## src/design/sdc_pkg.sv

```systemverilog
package sdc_pkg;
   // ----------------------------------------
   // Geometry
   // ----------------------------------------
   localparam int ROW_W = 13;
   localparam int COL_W = 10;
   localparam int MODE_W = 12;
   localparam int DQ_W = 8;
   localparam int BANKS = 4;
   localparam int MEM_DEPTH = 16;
   localparam int MEM_AW = 4;
   localparam int ADDR_W = 13;
   localparam int AP_BIT = 10;
   // ----------------------------------------
   // Latencies in clocks
   // ----------------------------------------
   localparam int READ_MASK_LATENCY = 2;
   localparam int WRITE_MASK_LATENCY = 0;
   localparam int WRITE_DATA_DELAY = 0;
   localparam int CLOCK_GATE_ENTRY_DELAY = 1;
   localparam logic [1:0] READ_LATENCY_RST = 2'h3;
   localparam logic [2:0] BURST_LEN_RST = 3'h0;
   // ----------------------------------------
   // AHB register map
   // ----------------------------------------
   localparam logic [7:0] OFS_CTRL = 8'h00;
   localparam logic [7:0] OFS_STATUS = 8'h04;
   localparam logic [7:0] OFS_MODE = 8'h08;
   localparam logic [7:0] OFS_ROWS = 8'h0C;
   localparam logic [7:0] OFS_REFCNT = 8'h10;
   localparam int CTRL_ENABLE_BIT = 0;
   localparam logic [1:0] HTRANS_NONSEQ = 2'h2;

   typedef enum logic [2:0] {
      SDC_CMD_NOP = 3'h0,
      SDC_CMD_ACT = 3'h1,
      SDC_CMD_READ = 3'h2,
      SDC_CMD_WRITE = 3'h3,
      SDC_CMD_BST = 3'h4,
      SDC_CMD_PRE = 3'h5,
      SDC_CMD_REF = 3'h6,
      SDC_CMD_LMR = 3'h7
   } sdc_cmd_t;

   typedef enum logic [1:0] {
      SDC_ST_IDLE = 2'h0,
      SDC_ST_READ = 2'h1,
      SDC_ST_WRITE = 2'h2,
      SDC_ST_SELF = 2'h3
   } sdc_state_t;

   typedef struct packed {
      logic chip_select_n;
      logic row_strobe_n;
      logic column_strobe_n;
      logic write_strobe_n;
   } sdc_strobes_t;
endpackage

```

## src/design/sdc_device.sv

```systemverilog
`timescale 1ns/10ps
module sdc_device
   import sdc_pkg::*;
(
   input wire logic hclk, // Clock
   input wire logic hresetn, // Async reset, low
   input wire logic hsel, // AHB select
   input wire logic [31:0] haddr, // AHB address
   input wire logic [1:0] htrans, // AHB transfer
   input wire logic hwrite, // AHB write
   input wire logic [2:0] hsize, // AHB size
   input wire logic [31:0] hwdata, // AHB write data
   input wire logic hready, // AHB ready in
   output logic [31:0] hrdata, // AHB read data
   output logic hreadyout, // AHB ready out
   output logic hresp, // AHB response
   input wire sdc_strobes_t strobes, // Command strobes
   input wire logic clock_gate, // Clock enable pin
   input wire logic bank_select_0, // Bank bit 0
   input wire logic bank_select_1, // Bank bit 1
   input wire logic [ADDR_W-1:0] addr, // Address pins
   input wire logic byte_mask, // Data mask
   input wire logic [DQ_W-1:0] dq_in, // Data pins in
   output logic [DQ_W-1:0] dq_out, // Data pins out
   output logic dq_oe // Data pins drive
);
   // ----------------------------------------
   // Clock gating
   // ----------------------------------------
   // Sampled clock_gate governs the next edge: one clock of delay
   logic gate_reg;
   always_ff @(posedge hclk or negedge hresetn) begin
      if (!hresetn) begin
         gate_reg <= 1'b1;
      end else begin
         gate_reg <= clock_gate;
      end
   end
   logic active;
   assign active = gate_reg;

   // ----------------------------------------
   // Command decode
   // ----------------------------------------
   sdc_cmd_t cmd;
   always_comb begin
      cmd = SDC_CMD_NOP;
      if (!strobes.chip_select_n) begin
         case ({strobes.row_strobe_n, strobes.column_strobe_n,
                strobes.write_strobe_n})
            3'h7: cmd = SDC_CMD_NOP;
            3'h3: cmd = SDC_CMD_ACT;
            3'h5: cmd = SDC_CMD_READ;
            3'h4: cmd = SDC_CMD_WRITE;
            3'h6: cmd = SDC_CMD_BST;
            3'h2: cmd = SDC_CMD_PRE;
            3'h1: cmd = SDC_CMD_REF;
            3'h0: cmd = SDC_CMD_LMR;
            default: cmd = SDC_CMD_NOP;
         endcase
      end
   end
   logic [1:0] bank;
   assign bank = {bank_select_1, bank_select_0};
   logic ctrl_en_reg;
   logic take;
   assign take = active && ctrl_en_reg;

   // ----------------------------------------
   // Bank rows and mode register
   // ----------------------------------------
   logic [BANKS-1:0] open_reg;
   logic [ROW_W-1:0] row_reg [BANKS];
   logic [MODE_W-1:0] mode_reg;
   logic [1:0] read_latency;
   assign read_latency = (mode_reg[5:4] == 2'h0) ? READ_LATENCY_RST
                                                 : mode_reg[5:4];
   sdc_state_t state_reg;
   logic self_exit;
   assign self_exit = (state_reg == SDC_ST_SELF) && clock_gate;

   always_ff @(posedge hclk or negedge hresetn) begin
      if (!hresetn) begin
         open_reg <= '0;
         for (int i = 0; i < BANKS; i++) begin
            row_reg[i] <= '0;
         end
      end else if (take) begin
         if (cmd == SDC_CMD_ACT) begin
            open_reg[bank] <= 1'b1;
            row_reg[bank] <= addr[ROW_W-1:0];
         end else if (cmd == SDC_CMD_PRE) begin
            if (addr[AP_BIT]) begin
               open_reg <= '0;
            end else begin
               open_reg[bank] <= 1'b0;
            end
         end
      end
   end

   always_ff @(posedge hclk or negedge hresetn) begin
      if (!hresetn) begin
         mode_reg <= {6'h00, READ_LATENCY_RST, 1'b0, BURST_LEN_RST};
      end else if (take && cmd == SDC_CMD_LMR) begin
         mode_reg <= addr[MODE_W-1:0];
      end
   end

   // ----------------------------------------
   // Refresh counter and state
   // ----------------------------------------
   logic [ROW_W-1:0] ref_row_reg;
   logic [31:0] ref_count_reg;
   always_ff @(posedge hclk or negedge hresetn) begin
      if (!hresetn) begin
         state_reg <= SDC_ST_IDLE;
         ref_row_reg <= '0;
         ref_count_reg <= '0;
      end else begin
         if (take && cmd == SDC_CMD_REF) begin
            // Row comes from internal counter, address ignored
            ref_row_reg <= ref_row_reg + ROW_W'(1);
            ref_count_reg <= ref_count_reg + 32'h1;
         end
         if (take && cmd == SDC_CMD_REF && !clock_gate) begin
            state_reg <= SDC_ST_SELF;
         end else if (self_exit) begin
            state_reg <= SDC_ST_IDLE;
         end else if (take && cmd == SDC_CMD_READ) begin
            state_reg <= SDC_ST_READ;
         end else if (take && cmd == SDC_CMD_WRITE) begin
            state_reg <= SDC_ST_WRITE;
         end else if (take && (cmd == SDC_CMD_BST ||
                               cmd == SDC_CMD_PRE)) begin
            state_reg <= SDC_ST_IDLE;
         end
      end
   end

   // ----------------------------------------
   // Data storage (small window of the array)
   // ----------------------------------------
   // Only a few columns are kept; a full array is out of scope
   logic [DQ_W-1:0] mem_reg [MEM_DEPTH];
   logic [MEM_AW-1:0] wcol;
   assign wcol = addr[MEM_AW-1:0];
   always_ff @(posedge hclk or negedge hresetn) begin
      if (!hresetn) begin
         for (int i = 0; i < MEM_DEPTH; i++) begin
            mem_reg[i] <= '0;
         end
      end else if (take && cmd == SDC_CMD_WRITE && open_reg[bank]) begin
         // First word with the command; mask drops it at once
         if (!byte_mask) begin
            mem_reg[wcol] <= dq_in;
         end
      end
   end

   // ----------------------------------------
   // Read pipeline
   // ----------------------------------------
   // Stage 0 is the command edge; data leaves read_latency later
   logic [3:0] rd_v_reg;
   logic [DQ_W-1:0] rd_d_reg [4];
   logic [1:0] mask_reg;
   always_ff @(posedge hclk or negedge hresetn) begin
      if (!hresetn) begin
         rd_v_reg <= '0;
         for (int i = 0; i < 4; i++) begin
            rd_d_reg[i] <= '0;
         end
      end else if (active) begin
         rd_v_reg[0] <= take && cmd == SDC_CMD_READ && open_reg[bank];
         rd_d_reg[0] <= mem_reg[wcol];
         for (int i = 1; i < 4; i++) begin
            rd_v_reg[i] <= rd_v_reg[i-1];
            rd_d_reg[i] <= rd_d_reg[i-1];
         end
         if (take && (cmd == SDC_CMD_PRE || cmd == SDC_CMD_BST)) begin
            // Stages 0 through read_latency are cut, one past output stage read_latency-1
            rd_v_reg[0] <= 1'b0;
            for (int i = 1; i < 4; i++) begin
               if (i <= int'(read_latency)) begin
                  rd_v_reg[i] <= 1'b0;
               end
            end
         end
      end
   end
   always_ff @(posedge hclk or negedge hresetn) begin
      if (!hresetn) begin
         mask_reg <= '0;
      end else begin
         mask_reg <= {mask_reg[0], byte_mask};
      end
   end
   always_ff @(posedge hclk or negedge hresetn) begin
      if (!hresetn) begin
         dq_out <= '0;
         dq_oe <= 1'b0;
      end else begin
         dq_out <= rd_d_reg[read_latency - 2'h1];
         // Mask seen one clock earlier floats the pins
         dq_oe <= rd_v_reg[read_latency - 2'h1] && !mask_reg[0] &&
                  active;
      end
   end

   // ----------------------------------------
   // AHB-Lite slave
   // ----------------------------------------
   logic dph_reg;
   logic dph_wr_reg;
   logic [7:0] dph_ofs_reg;
   always_ff @(posedge hclk or negedge hresetn) begin
      if (!hresetn) begin
         dph_reg <= 1'b0;
         dph_wr_reg <= 1'b0;
         dph_ofs_reg <= '0;
      end else if (hready) begin
         dph_reg <= hsel && htrans == HTRANS_NONSEQ;
         dph_wr_reg <= hwrite;
         dph_ofs_reg <= haddr[7:0];
      end
   end
   always_ff @(posedge hclk or negedge hresetn) begin
      if (!hresetn) begin
         ctrl_en_reg <= 1'b1;
      end else if (dph_reg && dph_wr_reg && dph_ofs_reg == OFS_CTRL) begin
         ctrl_en_reg <= hwdata[CTRL_ENABLE_BIT];
      end
   end
   always_comb begin
      hrdata = 32'h0000_0000;
      if (dph_reg && !dph_wr_reg) begin
         case (dph_ofs_reg)
            OFS_CTRL: hrdata = {31'h0, ctrl_en_reg};
            OFS_STATUS: hrdata = {27'h0, gate_reg, dq_oe,
                                  state_reg, 1'b0};
            OFS_MODE: hrdata = {20'h0, mode_reg};
            OFS_ROWS: hrdata = {28'h0, open_reg};
            OFS_REFCNT: hrdata = ref_count_reg;
            default: hrdata = 32'h0000_0000;
         endcase
      end
   end
   assign hreadyout = 1'b1;
   assign hresp = 1'b0;

   // ----------------------------------------
   // Checks
   // ----------------------------------------
   a_deselect_ignored: assert property (@(posedge hclk) disable iff (!hresetn)
      strobes.chip_select_n |-> cmd == SDC_CMD_NOP)
      else $error("deselected strobes decoded");
   a_act_opens: assert property (@(posedge hclk) disable iff (!hresetn)
      take && cmd == SDC_CMD_ACT |=> open_reg[$past(bank)])
      else $error("activate did not open bank");
   a_pre_all: assert property (@(posedge hclk) disable iff (!hresetn)
      take && cmd == SDC_CMD_PRE && addr[AP_BIT] |=> open_reg == '0)
      else $error("precharge all left bank open");
   a_self_entry: assert property (@(posedge hclk) disable iff (!hresetn)
      take && cmd == SDC_CMD_REF && !clock_gate |=> state_reg == SDC_ST_SELF)
      else $error("self refresh not entered");
   a_mode_load: assert property (@(posedge hclk) disable iff (!hresetn)
      take && cmd == SDC_CMD_LMR |=> mode_reg == $past(addr[MODE_W-1:0]))
      else $error("mode register not loaded");
   a_read_mask: assert property (@(posedge hclk) disable iff (!hresetn)
      byte_mask |-> ##2 !dq_oe)
      else $error("masked read drove pins");
   a_gate_delay: assert property (@(posedge hclk) disable iff (!hresetn)
      1'b1 |=> gate_reg == $past(clock_gate))
      else $error("clock gate delay wrong");
   // Output register adds a clock, so the float lands two edges on
   a_pre_float: assert property (@(posedge hclk) disable iff (!hresetn)
      take && cmd == SDC_CMD_PRE |-> ##2 !dq_oe)
      else $error("read not floated after precharge");
   c_read: cover property (@(posedge hclk) dq_oe);
   c_self: cover property (@(posedge hclk) state_reg == SDC_ST_SELF);
   c_write: cover property (@(posedge hclk) take && cmd == SDC_CMD_WRITE);
   c_masked_write: cover property (@(posedge hclk) take &&
      cmd == SDC_CMD_WRITE && byte_mask);
   c_burst_stop: cover property (@(posedge hclk) take && cmd == SDC_CMD_BST);

   // ----------------------------------------
   // Storage, read, deselect, precharge, refresh, burst and gating checks
   // ----------------------------------------
   a_write_lands: assert property (@(posedge hclk)
      disable iff (!hresetn) take && cmd == SDC_CMD_WRITE &&
      open_reg[bank] && !byte_mask |=> mem_reg[$past(wcol)] == $past(dq_in))
      else $error("write word not stored");
   a_write_masked: assert property (@(posedge hclk)
      disable iff (!hresetn) take && cmd == SDC_CMD_WRITE && byte_mask
      |=> mem_reg[$past(wcol)] == $past(mem_reg[wcol]))
      else $error("masked write changed storage");
   a_read_capture: assert property (@(posedge hclk)
      disable iff (!hresetn) take && cmd == SDC_CMD_READ && open_reg[bank]
      |=> rd_v_reg[0] && rd_d_reg[0] == $past(mem_reg[wcol]))
      else $error("read did not capture column");
   a_inhibit_holds: assert property (@(posedge hclk)
      disable iff (!hresetn) strobes.chip_select_n
      |=> open_reg == $past(open_reg) && mode_reg == $past(mode_reg))
      else $error("deselected cycle changed state");
   a_gate_freeze: assert property (@(posedge hclk)
      disable iff (!hresetn) !active
      |=> open_reg == $past(open_reg) && mode_reg == $past(mode_reg))
      else $error("suspended clock changed state");
   a_pre_one: assert property (@(posedge hclk)
      disable iff (!hresetn) take && cmd == SDC_CMD_PRE && !addr[AP_BIT]
      |=> !open_reg[$past(bank)])
      else $error("precharge left bank open");
   a_refresh_row: assert property (@(posedge hclk)
      disable iff (!hresetn) take && cmd == SDC_CMD_REF
      |=> ref_row_reg == $past(ref_row_reg) + ROW_W'(1))
      else $error("refresh row counter stalled");
   a_auto_refresh: assert property (@(posedge hclk)
      disable iff (!hresetn) take && cmd == SDC_CMD_REF && clock_gate
      |=> state_reg != SDC_ST_SELF)
      else $error("auto refresh entered self refresh");
   a_self_hold: assert property (@(posedge hclk)
      disable iff (!hresetn) state_reg == SDC_ST_SELF && !clock_gate
      |=> state_reg == SDC_ST_SELF)
      else $error("self refresh left while gated");
   a_bst_cut: assert property (@(posedge hclk)
      disable iff (!hresetn) take && cmd == SDC_CMD_BST
      |=> !rd_v_reg[0] && state_reg == SDC_ST_IDLE)
      else $error("burst terminate did not stop burst");
endmodule // sdc_device

```

## config.mk

```make
export PLATFORM = sky130hd
export DESIGN_NAME = sdc_device
export DESIGN_NICKNAME = d
export VERILOG_FILES = /design/src/design/sdc_pkg.sv /design/src/design/sdc_device.sv
export SDC_FILE = /design/constraint.sdc
export NUM_CORES = 1
export LEC_CHECK = 0
export ABC_CLOCK_PERIOD_IN_PS = 2500
export BUFFER_PORTS_ARGS = -buffer_cell sky130_fd_sc_hd__buf_2
export CAP_MARGIN = 20
export CORE_MARGIN = 2
export CORE_UTILIZATION = 45
export DETAILED_ROUTE_END_ITERATION = 12
export PLACE_DENSITY_LB_ADDON = 0.1
export SLEW_MARGIN = 15
export SYNTH_ARGS = -nofsm -noshare
export SYNTH_HDL_FRONTEND = slang
export SYNTH_SLANG_ARGS = --single-unit
```

## constraint.sdc

```tcl
create_clock -name hclk -period 2.5 [get_ports hclk]
set_clock_uncertainty 0.1 [all_clocks]
set_input_delay 0.375 -clock hclk [delete_from_list [all_inputs] [get_ports hclk]]
set_output_delay 0.375 -clock hclk [all_outputs]
set_load 0.005 [all_outputs]
```

### Word level (Yosys, flattened, before mapping)

Memory sizes are Yosys's and may differ from the RTL's.
Cells that the tools add are included.

* flip-flop bits (word level): 236
* ROM bits: 24
* input bits: 103
* output and inout bits: 43
* memories kept: 1

* $add $sub $neg: 2
* order comparisons: 9
* eq/ne operators: 13
* multiplexer cells: 31
* bitwise operators: 6
* reductions and logical operators: 28

Memory list
* (name not given): words 8, width 3, rd ports 1, clocked after memory_dff 0, write ports 0, RTL line sdc_device.sv:49 `case ({strobes.row_strobe_n, strobes.column_strobe_n,`

Operators by type and width (number)
* 32-bit one-hot mux with 5 select lines: 1
* 128-bit bitwise mux: 1
* 8-bit two-way mux: 5
* 32-bit by 1-bit adder with 32-bit output, second input constant: 1
* 8-bit binary-select mux with 4-bit select: 1
* 8-bit demux with 4-bit select: 1
* 32-bit two-way mux: 1
* 1-bit logical AND: 18
* 8-bit binary-select mux with 2-bit select: 1
* 8-bit by 4-bit == test with 1-bit output, second input constant: 2
* 4-bit two-way mux: 4
* 3-bit == test, second input constant: 4
* 2-bit two-way mux: 6
* 8-bit by 3-bit == test with 1-bit output, second input constant: 1
* 8-bit by 5-bit == test with 1-bit output, second input constant: 1
* 8-bit zero test: 1
* 3-bit by 2-bit == test with 1-bit output, second input constant: 2
* 2-bit by 3-bit < comparator with 1-bit output, second input constant: 2
* 1-bit two-way mux: 6
* 5-bit greater-or-equal comparator, second input constant: 1
* 5-bit by 1-bit < comparator with 1-bit output, second input constant: 1
* 4-bit NOT with 5-bit output: 1
* 5-bit nonzero test: 1
* 4-bit AND: 1
* 19 further kinds: 25

### Depth between registers and ports, before layout

An unclocked memory read counts as a cell.

* word-level depth: 10
* gate-level depth with buffers: 7
* depth with buffers taken out: 5

### Least setup slack after synthesis

No wires, ideal clock.

* path kind: reg-to-output
* start: register dph_ofs_reg[7]
* end: output port hrdata[12]
* arrival: 1.747 ns
* required time: 2.025 ns
* path slack: 0.278 ns
* stages on the path, launching flop included: 6
* buffers on the path: 1
* cells stage by stage: dfrtp_1 > or4_4 > nor4_4 > nor3b_4 > buf_6 > and2_1

* word-level cells in the longest chain between the ends: 3
* elaborated cells on any way between the ends: 7

RTL lines
* start, declared: RTL line sdc_device.sv:216 `logic [7:0] dph_ofs_reg;`
* start signal, assigned: RTL line sdc_device.sv:225 `dph_ofs_reg <= haddr[7:0];`
* 8-bit by 5-bit == test with 1-bit output, or another cell as far along: RTL line sdc_device.sv:238 `case (dph_ofs_reg)`
* 32-bit one-hot mux with 5 select lines (*): RTL line sdc_device.sv:238
* 32-bit two-way mux (*): RTL line sdc_device.sv:237 `if (dph_reg && !dph_wr_reg) begin`
* end, declared: RTL line sdc_device.sv:14 `output logic [31:0] hrdata,`

Mark *: on every way between the ends. The rest lies on a longest branch, timed or not.

### Worst setup path after layout

* start: register dph_ofs_reg[7]
* end: output port hrdata[2]

The elaborated chain is that of the path after synthesis.

==> impl_metrics.py <==
metrics = {
    "critical_path": {
        "ff_to_ff_setup_slack_ps": 160,
        "critical_path.startpoint_type": "register",
        "worstPathCellList": "or4_4, nor2_2, nand4b_1, buf_4, nor2_1, buf_2",
        "timing.critical_path.slowest_cell_delay_ps": 580,
        "critPathLaunch": "dph_ofs_reg[7]",
        "r2r_start": "ctrl_en_reg",
        "worst_path_dominant_cell_family": "simple AND/OR/NAND/NOR gates",
        "cp.required_ps": 2030,
        "crit_path_end_kind": "primary output",
        "timing.setup.critical_path_class": "register to primary output",
        "worstPathBufferInverterCount": 2,
        "worst-endpoint-arrival_ps": 2350,
        "timing.critical_path.slowest_stage_cell": "sky130_fd_sc_hd__or4_4",
        "timing.critical_path.fanout_max": 4,
        "rr_endpoint": "mem_reg[105]",
        "worst-r2r-cell-count": 4,
    },
    "sta": {
        "finalWorstSetupSlack_ps": -326.9,
        "fmax_ghz": 0.3537,
        "grt_setup_unrepaired": "true",
        "slew_headroom": 0.4895,
        "finalMaxSlewViolations": 0,
        "whs_ps": 70.36,
        "hold_viol": 0,
        "fin_crit_ps": 2827,
        "finish_stage_setup_viols": 32,
        "layout_worst_path_cycle_share": 1.131,
        "worstMarginPinSlew_ps": 765.7,
    },
    "place": {
        "buffer_ports.inserted": 84,
        "place_hpwl_mm": 17.45,
        "place_congestion": 0.8012,
        "placed_instance_count": 1234,
        "preCtsSetupSlack_ps": 64.29,
    },
    "die": {
        "die-width_um": 161,
        "core-area_sq_um": 24250,
        "height_of_the_die_um": 161,
        "start_util": 0.4574,
        "die-area_sq_um": 25920,
        "placementRows": 57,
        "ioPinCount": 146,
    },
    "clocking": {
        "cts.clk_slew.worst_paths_ps": 60,
        "cts.path.max_buffers": 3,
        "cts_root_buf": "sky130_fd_sc_hd__clkbuf_16",
        "htree_levels": 1,
        "clock_insertion_delay_worst_skew_ps": 530,
        "cts_buffer_count": 27,
        "cts_sinks": 236,
        "cts_tree": "done",
    },
    "power": {
        "report.power.total_w": 0.008793,
        "leakage_nw": 6.196,
        "pd_cells_nw_per_um2": 676.0,
        "irDropWorstVdd_mv": 0.5134,
    },
    "detailed_routing": {
        "route.vias.total": 7209,
        "vias_per_cell": 5.528,
        "violation_count_after_the_first_detailed_routing_iteration": 420,
        "post-route-drc-count": 0,
        "routedWlPerCell_um": 19.68,
        "ant_nets": 0,
        "routed_wl_mm": 25.67,
        "detailedRoute.firstPassIterationCount": 6,
    },
    "layout": {
        "final-instance-count-excl-fill": 1304,
        "diodes": 0,
        "fillerInstances": 2091,
        "final_net_count": 1069,
        "postLayoutCoreUtil": 0.5364,
        "final_layout_size_suffix_gt1_frac": 0.3888,
        "area_growth_syn_to_fin_pct": 17.27,
        "number_of_flip_flops_in_the_largest_register": 128,
    },
    "synth": {
        "synth_top_cells_by_area": "sky130_fd_sc_hd__dfrtp_1, sky130_fd_sc_hd__mux2_2, sky130_fd_sc_hd__mux2i_1, sky130_fd_sc_hd__mux4_2, sky130_fd_sc_hd__xor2_1",
        "netlist_area_sq_um": 11090,
        "synth-edff-count": 0,
        "synth-main-ff-cell": "sky130_fd_sc_hd__dfrtp_1",
        "synth_largest_type_area_fraction": 0.5234,
        "yosys.cell_count.top_type": "sky130_fd_sc_hd__dfrtp_1",
        "synth_area_leader_cell": "sky130_fd_sc_hd__dfrtp_1",
        "yosysWarnings": 0,
        "synth.avg_cell_area_sq_um": 13.02,
        "ys_top_cells_by_count": "sky130_fd_sc_hd__dfrtp_1, sky130_fd_sc_hd__mux2_2, sky130_fd_sc_hd__mux2i_1",
        "asyncSetResetFlopFracSynth": 1.000,
        "synth_seq_area_share": 0.5329,
        "yosys_register_bits": 236,
        "synth_fp_nets": 958,
        "netlist_instances": 852,
        "synth_cell_type_count": 55,
    },
    "min_path": {
        "timing.hold.worst_endpoint": "mode_reg[3]",
        "worstHoldPathCells": 2,
        "hold_path_start": "addr[3]",
        "hold_path.class": "input pin to register",
    },
    "run": {
        "max_cap_viol_count": 0,
    },
    "grt": {
        "grt_first_pass_wirelength_mm": 41.20,
        "grt_util_all_layers": 0.2015,
        "grt_remaining_overflow": 0,
        "first_global_vias": 7527,
        "grt_start_max_net_pins": 69,
        "grt_antenna_before_repair": 0,
    },
    "run_status": {
        "status": "finished, violations left",
        "failed_checks": "negative setup slack",
    },
}
layout by cell type (no fill, tap or decap), types with 13 or more instances in the layout:
master,netlist,final
sky130_fd_sc_hd__mux4_2,17,17
sky130_fd_sc_hd__o21ai_0,15,15
sky130_fd_sc_hd__xor2_1,20,20
sky130_fd_sc_hd__buf_2,9,83
sky130_fd_sc_hd__nand2_1,22,20
sky130_fd_sc_hd__nor2_1,31,30
sky130_fd_sc_hd__o22ai_1,17,17
sky130_fd_sc_hd__a21oi_1,17,16
sky130_fd_sc_hd__buf_4,8,19
sky130_fd_sc_hd__mux2i_1,49,49
sky130_fd_sc_hd__dlygate4sd3_1,0,22
sky130_fd_sc_hd__dfrtp_1,232,232
sky130_fd_sc_hd__clkbuf_16,0,27
sky130_fd_sc_hd__nor3_1,27,27
sky130_fd_sc_hd__nor2_2,12,13
sky130_fd_sc_hd__and2_1,22,22
sky130_fd_sc_hd__mux2_2,178,178
sky130_fd_sc_hd__inv_1,17,17
worst register-to-register path: cells and delay by family (launching register included):
family,cells,cell delay [ps]
flip-flops,1,560
multiplexers,1,400
AND/OR/NAND/NOR,3,1160
repair_timing:
item,CTS,global route
setup endpoints to repair,32,44
hold endpoints to repair,75,0
gates resized for setup,2,5
setup buffers,2,0
hold buffers,22,0
pin swaps,1,1
cell type report:
cell class / instances / area, sq um / area share
Clock buffer: 38 / 767.0 / 0.05896
Clock inverter: 8 / 71.32 / 0.005483
Inverter: 17 / 63.81 / 0.004906
Multi-Input combinational cell: 550 / 4893 / 0.3762
Sequential cell: 236 / 5911 / 0.4544
Tap cell: 324 / 405.4 / 0.03117
Timing Repair Buffer: 131 / 895.9 / 0.06887
metal layers:
layer,global-route usage,wire length (um),vias to the layer above
li1,-,-,3318
met4,0.05925,660,0
met3,0.03416,1014,36
met1,0.2648,11330,3710
met2,0.3455,12660,145
met5,0,0,-
worst max-delay path by stage:
stage,to,slack (ps),cells past startpoint
after global routing,hrdata[25],-450,6
final,hrdata[2],-330,6
after floorplan,hrdata[12],280,5
after detailed placement,mem_reg[105],60,5
after CTS,hrdata[17],-340,6
after global placement,mem_reg[52],160,5
through the flow:
step                      cell area [sq um]  setup TNS (ps)
final                                 13010           -8917
after global routing                  13010          -13470
after CTS                             12990           -9874
after detailed placement              11910               0
after global placement                11910               0
after floorplan                       11090               0
power breakdown:
part / internal [W] / switching, W
Clock: 0.00222 / 0.00150
Combinational: 0.000417 / 0.000443
Sequential: 0.00406 / 0.000156
Total: 0.00670 / 0.00210
kinds of logic after synthesis:
family | after synthesis | synth area share
compound gates | 86 | 0.05054
xor+xnor | 31 | 0.02448
fa+ha+maj | 3 | 0.003384
buf+inv | 66 | 0.02741
flops | 236 | 0.5329
mux | 244 | 0.2594
other cells | 2 | 0.0006771
simple gates | 184 | 0.1012
(Power assumes the default switching activity.)
